[src/core/dsdg_pkg.sv]
// constants and types for the ddr strobe delay and gearing block
package dsdg_pkg;
  localparam int DELAY_W   = 4;
  localparam int LVL_W     = 8;
  localparam int PTR_W     = 3;
  localparam int GEAR_MAX  = 7;
  localparam int ADDR_W    = 12;
  localparam int STAT_W    = 4;

  localparam logic [11:0] ADDR_CTRL   = 12'h000;
  localparam logic [11:0] ADDR_STATUS = 12'h004;
  localparam logic [11:0] ADDR_MASK   = 12'h008;
  localparam logic [11:0] ADDR_DELAY  = 12'h00C;

  localparam int CTRL_RATIO_LSB = 0;
  localparam logic [1:0] CTRL_RST = 2'h0;
  localparam logic [3:0] MASK_RST = 4'h0;

  localparam int ST_RDMAX = 0;
  localparam int ST_WRMAX = 1;
  localparam int ST_VALID = 2;
  localparam int ST_BURST = 3;

  localparam int DLY_RD_LSB  = 0;
  localparam int DLY_WR_LSB  = 8;
  localparam int DLY_WPT_LSB = 16;
  localparam int DLY_RPT_LSB = 20;

  localparam logic [2:0] GEAR_W_1X  = 3'h2;
  localparam logic [2:0] GEAR_W_2X  = 3'h4;
  localparam logic [2:0] GEAR_W_7TO1 = 3'h7;

  typedef enum logic [1:0] {GEAR_1X, GEAR_2X, GEAR_7TO1} dsdg_ratio_type;
  typedef enum logic [1:0] {RD_IDLE, RD_WAIT, RD_BURST} dsdg_rdstate_type;
endpackage : dsdg_pkg

[src/core/dsdg_top.sv]
// strobe delay, write clocks, fifo pointers, gearing and apb registers
// Overview of operation
// - read strobe passes a slave delay set by the master loop code before capture
// - second slave delay derives the write data clock; the write strobe clock takes the leveling line
// - outputs shifted read strobe, write data clock and write strobe clock
// - third delay line for write leveling, set by an 8-bit core input
// - read and write delays shift independently via load_n, step and direction
// - read margin flag asserts when the adjusted read delay reaches maximum
// - write margin flag asserts when the adjusted write delay reaches maximum
// - 3-bit fifo read and write pointers go to the group's capture fifos
// - controller pauses during code update or leveling; write outputs then hold
// - data-valid marks start of read data; burst detect indicator output
// - input gearing delivers pin data as 2, 4 or 7 bit words
// - core word-align request shifts the alignment of delivered words
// - side banks gear 1x, 2x, 7:1; top banks only 1x
// - output path captures core signals in flip-flops before the buffers
// - gearing reset input resets the output logic
`timescale 1ns/1ps
module dsdg_top #(
  parameter int  DELAY_W  = dsdg_pkg::DELAY_W,
  parameter int  LVL_W    = dsdg_pkg::LVL_W,
  parameter bit  TOP_BANK = 1'b0
) (
  input  wire logic                            ref_clk,
  input  wire logic                            rst_b,
  input  wire logic [dsdg_pkg::ADDR_W-1:0]     paddr,
  input  wire logic                            psel,
  input  wire logic                            penable,
  input  wire logic                            pwrite,
  input  wire logic [31:0]                     pwdata,
  output logic      [31:0]                     prdata,
  output logic                                 pready,
  output logic                                 pslverr,
  output logic                                 irq,
  input  wire logic                            memStrobe,
  input  wire logic                            fastEdgeClock,
  input  wire logic [DELAY_W-1:0]              strobeDelayCode,
  input  wire logic                            readMarginLoad_n,
  input  wire logic                            readMarginStep,
  input  wire logic                            readMarginDir,
  input  wire logic                            writeMarginLoad_n,
  input  wire logic                            writeMarginStep,
  input  wire logic                            writeMarginDir,
  input  wire logic [LVL_W-1:0]                writeLevelDelay,
  input  wire logic                            pause,
  input  wire logic [1:0]                      readRequest,
  input  wire logic [1:0]                      readPulseSelect,
  output logic                                 readStrobeShifted,
  output logic                                 writeDataClock,
  output logic                                 writeStrobeClock,
  output logic      [dsdg_pkg::PTR_W-1:0]      fifoReadPointer,
  output logic      [dsdg_pkg::PTR_W-1:0]      fifoWritePointer,
  output logic                                 readDataValid,
  output logic                                 burstDetect,
  output logic                                 readMarginMaxFlag,
  output logic                                 writeMarginMaxFlag,
  input  wire logic                            pinData,
  input  wire logic                            wordAlignRequest,
  output logic      [dsdg_pkg::GEAR_MAX-1:0]   gearWord,
  input  wire logic [dsdg_pkg::GEAR_MAX-1:0]   coreWord,
  input  wire logic                            gearReset,
  output logic                                 pinOut
);
  localparam int TAPS = 2 ** DELAY_W;
  localparam int LTAPS = 2 ** LVL_W;
  localparam logic [DELAY_W-1:0] DMAX = '1;

  // bit count per word for a ratio; illegal codes fall back to 1x
  function automatic logic [2:0] gearWidth(input logic [1:0] code);
    logic [2:0] w;
    w = dsdg_pkg::GEAR_W_1X;
    if (!TOP_BANK && code == 2'(dsdg_pkg::GEAR_2X))
      w = dsdg_pkg::GEAR_W_2X;
    if (!TOP_BANK && code == 2'(dsdg_pkg::GEAR_7TO1))
      w = dsdg_pkg::GEAR_W_7TO1;
    return w;
  endfunction : gearWidth

  // margin offset update: load clears, step edge moves with saturation
  function automatic logic [DELAY_W-1:0] nextOffset(input logic [DELAY_W-1:0] off,
      input logic loadN, input logic stepEdge, input logic dir);
    logic [DELAY_W-1:0] n;
    n = off;
    if (!loadN)
      n = '0;
    else if (stepEdge && dir && off != DMAX)
      n = off + DELAY_W'(1);
    else if (stepEdge && !dir && off != '0)
      n = off - DELAY_W'(1);
    return n;
  endfunction : nextOffset

  function automatic logic [DELAY_W-1:0] satAdd(input logic [DELAY_W-1:0] a,
      input logic [DELAY_W-1:0] b);
    logic [DELAY_W:0] s;
    s = {1'b0, a} + {1'b0, b};
    return s[DELAY_W] ? DMAX : s[DELAY_W-1:0];
  endfunction : satAdd

  // pin synchronisers: strobe, edge clock, data
  logic [2:0] syncStrobe;
  logic [2:0] syncEdge;
  logic [2:0] syncData;
  logic       strobeStable;
  logic       edgeStable;
  logic       dataStable;

  always_ff @(posedge ref_clk) begin
    if (!rst_b) begin
      syncStrobe   <= 3'h0;
      syncEdge     <= 3'h0;
      syncData     <= 3'h0;
      strobeStable <= 1'b0;
      edgeStable   <= 1'b0;
      dataStable   <= 1'b0;
    end else begin
      syncStrobe <= {syncStrobe[1:0], memStrobe};
      syncEdge   <= {syncEdge[1:0], fastEdgeClock};
      syncData   <= {syncData[1:0], pinData};
      if (syncStrobe[2] == syncStrobe[1])
        strobeStable <= syncStrobe[2];
      if (syncEdge[2] == syncEdge[1])
        edgeStable <= syncEdge[2];
      if (syncData[2] == syncData[1])
        dataStable <= syncData[2];
    end
  end

  // margin offsets and effective delays
  logic [DELAY_W-1:0] readOffset;
  logic [DELAY_W-1:0] writeOffset;
  logic               readStepPrev;
  logic               writeStepPrev;
  logic [DELAY_W-1:0] readDelay;
  logic [DELAY_W-1:0] writeDelay;

  assign readDelay  = satAdd(strobeDelayCode, readOffset);
  assign writeDelay = satAdd(strobeDelayCode, writeOffset);

  always_ff @(posedge ref_clk) begin
    if (!rst_b) begin
      readOffset    <= '0;
      writeOffset   <= '0;
      readStepPrev  <= 1'b0;
      writeStepPrev <= 1'b0;
    end else begin
      readStepPrev  <= readMarginStep;
      writeStepPrev <= writeMarginStep;
      readOffset  <= nextOffset(readOffset, readMarginLoad_n,
                                readMarginStep && !readStepPrev, readMarginDir);
      writeOffset <= nextOffset(writeOffset, writeMarginLoad_n,
                                writeMarginStep && !writeStepPrev, writeMarginDir);
    end
  end

  always_ff @(posedge ref_clk) begin
    if (!rst_b) begin
      readMarginMaxFlag  <= 1'b0;
      writeMarginMaxFlag <= 1'b0;
    end else begin
      readMarginMaxFlag  <= (readDelay == DMAX);
      writeMarginMaxFlag <= (writeDelay == DMAX);
    end
  end

  // slave delay lines as tapped shift chains
  logic [TAPS-1:0]  readLine;
  logic [TAPS-1:0]  writeLine;
  logic [LTAPS-1:0] levelLine;

  always_ff @(posedge ref_clk) begin
    if (!rst_b) begin
      readLine  <= '0;
      writeLine <= '0;
      levelLine <= '0;
    end else begin
      readLine  <= {readLine[TAPS-2:0], strobeStable};
      writeLine <= {writeLine[TAPS-2:0], edgeStable};
      levelLine <= {levelLine[LTAPS-2:0], edgeStable};
    end
  end

  always_ff @(posedge ref_clk) begin
    if (!rst_b) begin
      readStrobeShifted <= 1'b0;
      writeDataClock    <= 1'b0;
      writeStrobeClock  <= 1'b0;
    end else begin
      readStrobeShifted <= readLine[readDelay];
      if (!pause) begin
        writeDataClock   <= writeLine[writeDelay];
        writeStrobeClock <= levelLine[writeLevelDelay];
      end
    end
  end

  // fifo pointers
  logic shiftedPrev;
  logic edgePrev;
  logic shiftedRise;
  logic edgeRise;

  assign shiftedRise = readStrobeShifted && !shiftedPrev;
  assign edgeRise    = edgeStable && !edgePrev;

  always_ff @(posedge ref_clk) begin
    if (!rst_b) begin
      shiftedPrev      <= 1'b0;
      edgePrev         <= 1'b0;
      fifoWritePointer <= '0;
      fifoReadPointer  <= '0;
    end else begin
      shiftedPrev <= readStrobeShifted;
      edgePrev    <= edgeStable;
      if (shiftedRise)
        fifoWritePointer <= fifoWritePointer + dsdg_pkg::PTR_W'(1);
      if (edgeRise)
        fifoReadPointer <= fifoReadPointer + dsdg_pkg::PTR_W'(1);
    end
  end

  // read window: wait for selected pulse, then count the burst
  dsdg_pkg::dsdg_rdstate_type rdState;
  logic [2:0] edgeCount;
  logic [2:0] burstLen;

  always_ff @(posedge ref_clk) begin
    if (!rst_b) begin
      rdState       <= dsdg_pkg::RD_IDLE;
      edgeCount     <= 3'h0;
      burstLen      <= 3'h0;
      readDataValid <= 1'b0;
      burstDetect   <= 1'b0;
    end else begin
      readDataValid <= 1'b0;
      unique case (rdState)
        dsdg_pkg::RD_IDLE: begin
          if (readRequest != 2'h0) begin
            rdState     <= dsdg_pkg::RD_WAIT;
            edgeCount   <= {1'b0, readPulseSelect};
            burstLen    <= {readRequest, 1'b0};
            burstDetect <= 1'b0;
          end
        end
        dsdg_pkg::RD_WAIT: begin
          if (shiftedRise) begin
            if (edgeCount == 3'h0) begin
              readDataValid <= 1'b1;
              rdState       <= dsdg_pkg::RD_BURST;
              edgeCount     <= burstLen - 3'h1;
            end else begin
              edgeCount <= edgeCount - 3'h1;
            end
          end
        end
        dsdg_pkg::RD_BURST: begin
          if (edgeCount == 3'h0) begin
            burstDetect <= 1'b1;
            rdState     <= dsdg_pkg::RD_IDLE;
          end else if (shiftedRise) begin
            edgeCount <= edgeCount - 3'h1;
          end
        end
      endcase
    end
  end

  // ratio control register
  logic [1:0] ratioCode;
  logic [2:0] wordWidth;

  assign wordWidth = gearWidth(ratioCode);

  // input gearing
  logic [dsdg_pkg::GEAR_MAX-1:0] inShift;
  logic [2:0]                    inCount;
  logic                          alignPrev;

  always_ff @(posedge ref_clk) begin
    if (!rst_b) begin
      inShift   <= '0;
      inCount   <= 3'h0;
      alignPrev <= 1'b0;
      gearWord  <= '0;
    end else begin
      alignPrev <= wordAlignRequest;
      if (wordAlignRequest && !alignPrev) begin
        inCount <= 3'h0;
      end else if (edgeRise) begin
        inShift <= {inShift[dsdg_pkg::GEAR_MAX-2:0], dataStable};
        if (inCount == wordWidth - 3'h1) begin
          inCount  <= 3'h0;
          gearWord <= {inShift[dsdg_pkg::GEAR_MAX-2:0], dataStable} &
                      ((7'h01 << wordWidth) - 7'h01);
        end else begin
          inCount <= inCount + 3'h1;
        end
      end
    end
  end

  // output gearing with core capture flops
  logic [dsdg_pkg::GEAR_MAX-1:0] coreCapture;
  logic [dsdg_pkg::GEAR_MAX-1:0] outShift;
  logic [2:0]                    outCount;

  always_ff @(posedge ref_clk) begin
    if (!rst_b || gearReset) begin
      coreCapture <= '0;
      outShift    <= '0;
      outCount    <= 3'h0;
      pinOut      <= 1'b0;
    end else begin
      coreCapture <= coreWord;
      if (edgeRise) begin
        if (outCount == 3'h0) begin
          pinOut   <= coreCapture[0];
          outShift <= coreCapture >> 1;
          outCount <= wordWidth - 3'h1;
        end else begin
          pinOut   <= outShift[0];
          outShift <= outShift >> 1;
          outCount <= outCount - 3'h1;
        end
      end
    end
  end

  // apb slave, one wait state
  logic                      setupDone;
  logic                      doneXfer;
  logic [dsdg_pkg::STAT_W-1:0] status;
  logic [dsdg_pkg::STAT_W-1:0] mask;
  logic [dsdg_pkg::STAT_W-1:0] events;
  logic [dsdg_pkg::STAT_W-1:0] clearBits;
  logic                      rdFlagPrev;
  logic                      wrFlagPrev;
  logic                      burstPrev;

  assign setupDone = psel && penable && !pready;
  assign doneXfer  = psel && penable && pready;

  always_ff @(posedge ref_clk) begin
    if (!rst_b) begin
      pready  <= 1'b0;
      pslverr <= 1'b0;
      prdata  <= 32'h0;
    end else begin
      pready  <= setupDone;
      pslverr <= 1'b0;
      if (setupDone) begin
        prdata <= 32'h0;
        unique case (paddr)
          dsdg_pkg::ADDR_CTRL:   prdata[1:0] <= ratioCode;
          dsdg_pkg::ADDR_STATUS: prdata[dsdg_pkg::STAT_W-1:0] <= status;
          dsdg_pkg::ADDR_MASK:   prdata[dsdg_pkg::STAT_W-1:0] <= mask;
          dsdg_pkg::ADDR_DELAY: begin
            prdata[dsdg_pkg::DLY_RD_LSB +: DELAY_W]  <= readDelay;
            prdata[dsdg_pkg::DLY_WR_LSB +: DELAY_W]  <= writeDelay;
            prdata[dsdg_pkg::DLY_WPT_LSB +: 3]       <= fifoWritePointer;
            prdata[dsdg_pkg::DLY_RPT_LSB +: 3]       <= fifoReadPointer;
          end
          default: pslverr <= 1'b1;
        endcase
      end
    end
  end

  always_ff @(posedge ref_clk) begin
    if (!rst_b) begin
      ratioCode <= dsdg_pkg::CTRL_RST;
      mask      <= dsdg_pkg::MASK_RST;
    end else if (doneXfer && pwrite) begin
      if (paddr == dsdg_pkg::ADDR_CTRL)
        ratioCode <= pwdata[dsdg_pkg::CTRL_RATIO_LSB +: 2];
      if (paddr == dsdg_pkg::ADDR_MASK)
        mask <= pwdata[dsdg_pkg::STAT_W-1:0];
    end
  end

  // sticky status; a read clears only the bits it reported, new events win
  always_comb begin
    events = '0;
    events[dsdg_pkg::ST_RDMAX] = readMarginMaxFlag && !rdFlagPrev;
    events[dsdg_pkg::ST_WRMAX] = writeMarginMaxFlag && !wrFlagPrev;
    events[dsdg_pkg::ST_VALID] = readDataValid;
    events[dsdg_pkg::ST_BURST] = burstDetect && !burstPrev;
    clearBits = '0;
    if (doneXfer && !pwrite && paddr == dsdg_pkg::ADDR_STATUS)
      clearBits = prdata[dsdg_pkg::STAT_W-1:0];
  end

  always_ff @(posedge ref_clk) begin
    if (!rst_b) begin
      status     <= '0;
      rdFlagPrev <= 1'b0;
      wrFlagPrev <= 1'b0;
      burstPrev  <= 1'b0;
      irq        <= 1'b0;
    end else begin
      rdFlagPrev <= readMarginMaxFlag;
      wrFlagPrev <= writeMarginMaxFlag;
      burstPrev  <= burstDetect;
      status     <= (status & ~clearBits) | events;
      irq        <= |(status & mask);
    end
  end
endmodule : dsdg_top

[config.mk]
export PLATFORM = sky130hd
export DESIGN_NAME = dsdg_top
export DESIGN_NICKNAME = d
export VERILOG_FILES = /design/src/core/dsdg_pkg.sv /design/src/core/dsdg_top.sv
export SDC_FILE = /design/constraint.sdc
export NUM_CORES = 1
export LEC_CHECK = 0
export BUFFER_PORTS_ARGS = -buffer_cell sky130_fd_sc_hd__buf_2
export CORE_ASPECT_RATIO = 0.6
export CORE_MARGIN = 4
export CORE_UTILIZATION = 60
export DETAILED_ROUTE_END_ITERATION = 6
export PLACE_DENSITY_LB_ADDON = 0.12
export SYNTH_ARGS = -nofsm -noshare
export SYNTH_HDL_FRONTEND = slang
export SYNTH_SLANG_ARGS = --single-unit
[constraint.sdc]
create_clock -name ref_clk -period 7.4 [get_ports ref_clk]
set_clock_uncertainty 0.05 [all_clocks]
set_input_delay 1.48 -clock ref_clk [delete_from_list [all_inputs] [get_ports ref_clk]]
set_output_delay 1.48 -clock ref_clk [all_outputs]
set_load 0.01 [all_outputs]
# == Yosys cells after proc, flatten, opt, wreduce, memory -nomap -nowiden ==
# Index checks and enable logic that the tools add are counted.
# op_classes
shifts,1
n_reduce_logical,61
n_bitwise,7
add_sub_neg,14
muxes,40
n_eq_ne,21
n_lt_le_gt_ge,3
# ops
operator,n
2-to-1 mux 3 bit,11
2-to-1 mux 4 bit,8
== test 12 x 4 -> 1 bit (second input constant),2
logical AND 1 bit,22
AND reduction 2 bit,7
logical NOT 1 bit,13
== test 12 x 3 -> 1 bit (second input constant),1
logical NOT 12 bit,1
!= test 2 bit (second input constant),6
one-hot mux 2 bit (3 select lines),2
subtractor 3 x 1 -> 3 bit (second input constant),4
adder 4 x 4 -> 5 bit,2
< comparator 4 x 5 -> 1 bit (second input constant),2
adder 3 x 1 -> 3 bit (second input constant),3
< comparator 8 x 9 -> 1 bit (second input constant),1
one-hot mux 3 bit (3 select lines),1
AND reduction 3 bit,3
adder 4 x 1 -> 4 bit (second input constant),2
bitwise AND 4 bit,2
binary-select mux 1 bit (select 4 bit),2
binary-select mux 1 bit (select 8 bit),1
== test 4 bit (second input constant),2
2-to-1 mux 1 bit,8
2-to-1 mux 2 bit,4
other kinds (23),37
# word_totals
input_bits,84
regBits,397
out_inout_bits,56
word_cells,192

# == Depth between registers and ports, before layout ==
# depth
ltp_word,8
mapped_depth,11
depth_no_buf,10

# == Worst setup path after synthesis ==
# OpenSTA, ideal clock, no wires.
# synth_path
path_kind,input to register
startpoint,in strobeDelayCode[0]
endpoint,reg writeDataClock
setup_time_ps,122
slack_ps,3624
path_buffers,0
required_time_ps,7228
stages,10
t_arrival_ps,3604
path_cell_list,ha_1 -> inv_1 -> fa_1 -> nor2b_1 -> o21ai_0 -> nor3b_2 -> mux4_2 -> o211ai_1 -> a31oi_1 -> a311o_1
# synth_via
elab_chain_cells,4
# synth_lines
element,line_no,source
start: declaration,dsdg_top.sv:37,"input wire logic [DELAY_W-1:0] strobeDelayCode,"
adder 4 x 4 -> 5 bit,dsdg_top.sv:96,"s = {1'b0, a} + {1'b0, b};"
2-to-1 mux 4 bit,dsdg_top.sv:97,return s[DELAY_W] ? DMAX : s[DELAY_W-1:0];
binary-select mux 1 bit (select 4 bit),dsdg_top.sv:191,writeDataClock <= writeLine[writeDelay];
2-to-1 mux 1 bit (implied by the code),dsdg_top.sv:191,
end signal: assignment,dsdg_top.sv:191,
end: declaration,dsdg_top.sv:49,"output logic writeDataClock,"
# No other way between the ends. The select of a mux whose other input is x is not followed.
# A chain may end at the register's enable or synchronous reset.

# == Worst setup path after layout ==
# layout_path
startpoint,in writeLevelDelay[0]
endpoint,reg writeStrobeClock
# layout_via
elab_chain_cells,2
# layout_lines
element,line_no,source
start: declaration,dsdg_top.sv:44,"input wire logic [LVL_W-1:0] writeLevelDelay,"
binary-select mux 1 bit (select 8 bit),dsdg_top.sv:192,writeStrobeClock <= levelLine[writeLevelDelay];
2-to-1 mux 1 bit (implied by the code),dsdg_top.sv:192,
end signal: assignment,dsdg_top.sv:192,
end: declaration,dsdg_top.sv:50,"output logic writeStrobeClock,"
# No other way between the ends. The select of a mux whose other input is x is not followed.

==> results.sh <==
export IMPL_power_share_switching_pct=23.8
export IMPL_grt_start_max_net_pins=133
export IMPL_post_layout_nets=1545
export IMPL_tritoncts="yes"
export IMPL_postLayoutSetupSlackWorst_ns=3.57
export IMPL_status="finished, final reports clean"
export IMPL_initialDrtViolationCount=716
export IMPL_finalWeightedCongestion=0.800
export IMPL_finalSetupTns_ns=0
export IMPL_cts_hold_fix_buffers=0
export IMPL_syn_area_per_cell_um2=10.7
export IMPL_final_setup_viol_count=0
export IMPL_cts_repair_timing_setup_buffer_count=0
export IMPL_number_of_top_level_pins=140
export IMPL_seq_power_share_pct=50.1
export IMPL_die_x_um=210
export IMPL_start_util_pct=60.9
export IMPL_clockPowerShare_pct=41.5
export IMPL_worst_setup_path_start_kind="input pin"
export IMPL_cts_resized=0
export IMPL_number_of_distinct_standard_cells_referenced_by_the_synthesized_netlist=61
export IMPL_route_final_wire_length_um=28900
export IMPL_tightest_slew_ns=0.967
export IMPL_placement_setup_worst_slack_ns=2.97
export IMPL_path_clk_slew_ns=0.06
export IMPL_fmax_ghz=0.261
export IMPL_p_comb_share_pct=8.4
export IMPL_insertion_delay_ns=0.53
export IMPL_power_per_cell_area_nw_per_um2=255
export IMPL_post_drt_via_cell_ratio=5.39
export IMPL_static_leakage_power_nw=6.68
export IMPL_grt_util_all_layers_pct=21.3
export IMPL_synth_warning_count=0
export IMPL_seq_area_frac_synth_pct=51.6
export IMPL_drt_pre_antenna_iters=5
export IMPL_num_rows=44
export IMPL_detailedPlacementHpwl_um=18800
export IMPL_via_count=9585
export IMPL_slew_limit_headroom_pct=35.4
export IMPL_hp_class="reg -> reg"
export IMPL_ys_async_sr_fraction_pct=0
export IMPL_criticalPathCategory="in -> reg"
export IMPL_drive_above_1_share_pct=15.0
export IMPL_drt_antenna_violating_nets=0
export IMPL_critPathCaptureType="flip-flop"
export IMPL_avgRoutedWirePerCell_um=16.2
export IMPL_int_power_mw=3.17
export IMPL_vias_in_the_first_global_route=9172
export IMPL_layout_common_cells="379 x dfxtp_1, 300 x and2_1, 91 x buf_2"
export IMPL_fillerInstances=1867
export IMPL_grt_first_pass_wirelength_um=47800
export IMPL_netlist_instances=1371
export IMPL_antenna_found_initial=0
export IMPL_cts_root_buf="clkbuf_16"
export IMPL_number_of_maximum_capacitance_violations=0
export IMPL_crit_arrival_ns=4.18
export IMPL_critPathMaxFanout=44
export IMPL_synth_enable_flop_cells=0
export IMPL_die_y_um=129
export IMPL_globalRoute_totalOverflow=0
export IMPL_antennaDiodeCount=0
export IMPL_critical_path_required_ns=7.76
export IMPL_syn_cell_area_um2=14700
export IMPL_synth_ff_latch_count=379
export IMPL_finalHoldWorstSlack_ns=0.384
export IMPL_p_sw_mw=0.988
export IMPL_tritoncts_num_sinks=379
export IMPL_htree_levels=2
export IMPL_fin_crit_sh_pct=51.7
export IMPL_min_period_ns=3.83
export IMPL_clk_path_buf_depth=3
export IMPL_hold_path_cell_count=1
export IMPL_buffer_ports_inserted=93
export IMPL_hold_viol_final=0
export IMPL_remaining_design_rule_violation_count=0
export IMPL_unrepaired_setup_endpoints_after_global_routing="no"
export IMPL_die_area_um2=27200
export IMPL_syn2layout_area_growth_pct=10.8
export IMPL_final_common_cell="dfxtp_1"
export IMPL_synth_flop_cell="dfxtp_1"
export IMPL_numCtsBuffers=35
export IMPL_core_region_area_um2=24200
export IMPL_max_vdd_ir_drop_mv=0.241
export IMPL_reg2reg_depth=10
export IMPL_final_max_slew_viol_count=0
[cell families (layout without fill, tap and decap cells)]
group,Yosys count,after routing,share of synthesized area [%]
adder cells (fa/ha/maj),30,30,2.75
XOR/XNOR,19,19,1.13
AND/OR/NAND/NOR,527,527,20.2
AO/OA/AOI/OAI,181,181,7.90
buffers and inverters,118,185,4.06
flip-flops,379,379,51.6
other,1,18,0.0255
multiplexers,116,116,12.3
[layer usage]
metal	routed length (um)	global-route usage, %
met1	15500	34.2
met2	11600	29.7
met5	0	0
met3	1480	4.06
met4	338	4.29
[area by class of cell]
class	instances	area [um2]	area share, %
Inverter	24	90.1	0.553
Clock buffer	47	981	6.02
Sequential cell	379	7590	46.5
Multi-Input combinational cell	891	6600	40.5
Clock inverter	14	115	0.706
Tap cell	322	403	2.47
Timing Repair Buffer	100	527	3.23
[worst max-delay path: stages]
cell       delay (ns)
buf_4            0.58
buf_4            0.62
mux4_2           0.58
a22oi_1          0.14
nand2_1          0.10
o2bb2ai_1        0.13
a211oi_1         0.17
o21ai_0          0.12
a32o_1           0.21
[synthesized netlist by cell type, drive strengths merged, types with 2 or more instances]
master,instances,area share [%]
dfxtp,379,52
and2,300,13
nor2,74,1.9
nand2,65,1.7
mux2i,62,4.2
a21oi,58,2.0
clkbuf,54,1.4
mux4,52,8.0
buf,40,2.1
ha,26,2.2
o21ai,25,0.85
inv,23,0.59
nand3,23,0.78
a22oi,19,0.97
nor2b,18,0.77
o22ai,18,0.77
a211oi,16,0.82
nor3,14,0.63
xor2,11,0.65
nand2b,9,0.38
o221ai,8,0.48
xnor2,8,0.48
nor4,7,0.40
a21o,5,0.26
a2bb2oi,5,0.30
a31oi,5,0.21
a311oi,4,0.24
fa,4,0.54
a2111oi,3,0.18
nand4,3,0.13
o211ai,3,0.15
o311ai,3,0.18
a221oi,2,0.12
mux2,2,0.15
nand3b,2,0.10
nand4b,2,0.12
or2,2,0.085
or3,2,0.085
or4,2,0.10
[final timing paths]
path                            from                to  slack, ns
setup / recovery  writeLevelDelay[0]  writeStrobeClock       3.57
hold / removal           syncEdge[0]       syncEdge[1]       0.38
setup reg to reg      writeOffset[0]    writeDataClock       4.40
hold reg to reg          syncEdge[0]       syncEdge[1]       0.38
[power groups by stage]
stage	sequential (mW)	clock, mW	combinational, mW
2_1_floorplan	2.13	0	0.273
3_3_place_gp	2.13	0	0.342
3_5_place_dp	2.13	0	0.345
4_1_cts	2.08	1.77	0.349
5_1_grt	2.08	1.85	0.394
6_report	2.08	1.72	0.351
[stage by stage]
stage | cell area [um2] | util, % | cells | power, mW
CTS | 16300 | 67.4 | 1777 | 4.20
global placement | 15200 | 62.9 | 1716 | 2.47
global route | 16300 | 67.4 | 1777 | 4.33
finish | 16300 | 67.4 | 1777 | 4.16
floorplan | 14800 | - | 1388 | 2.40
detailed placement | 15200 | 62.9 | 1716 | 2.47
[state kept, by name, summed over array words and instances (netlist names), 4 cells and up]
register,cells
coreCapture,7
gearWord,7
inShift,6
levelLine,241
mask,4
outShift,6
prdata,14
readLine,16
readOffset,4
status,4
writeLine,15
writeOffset,4
(Power assumes the default switching activity.)
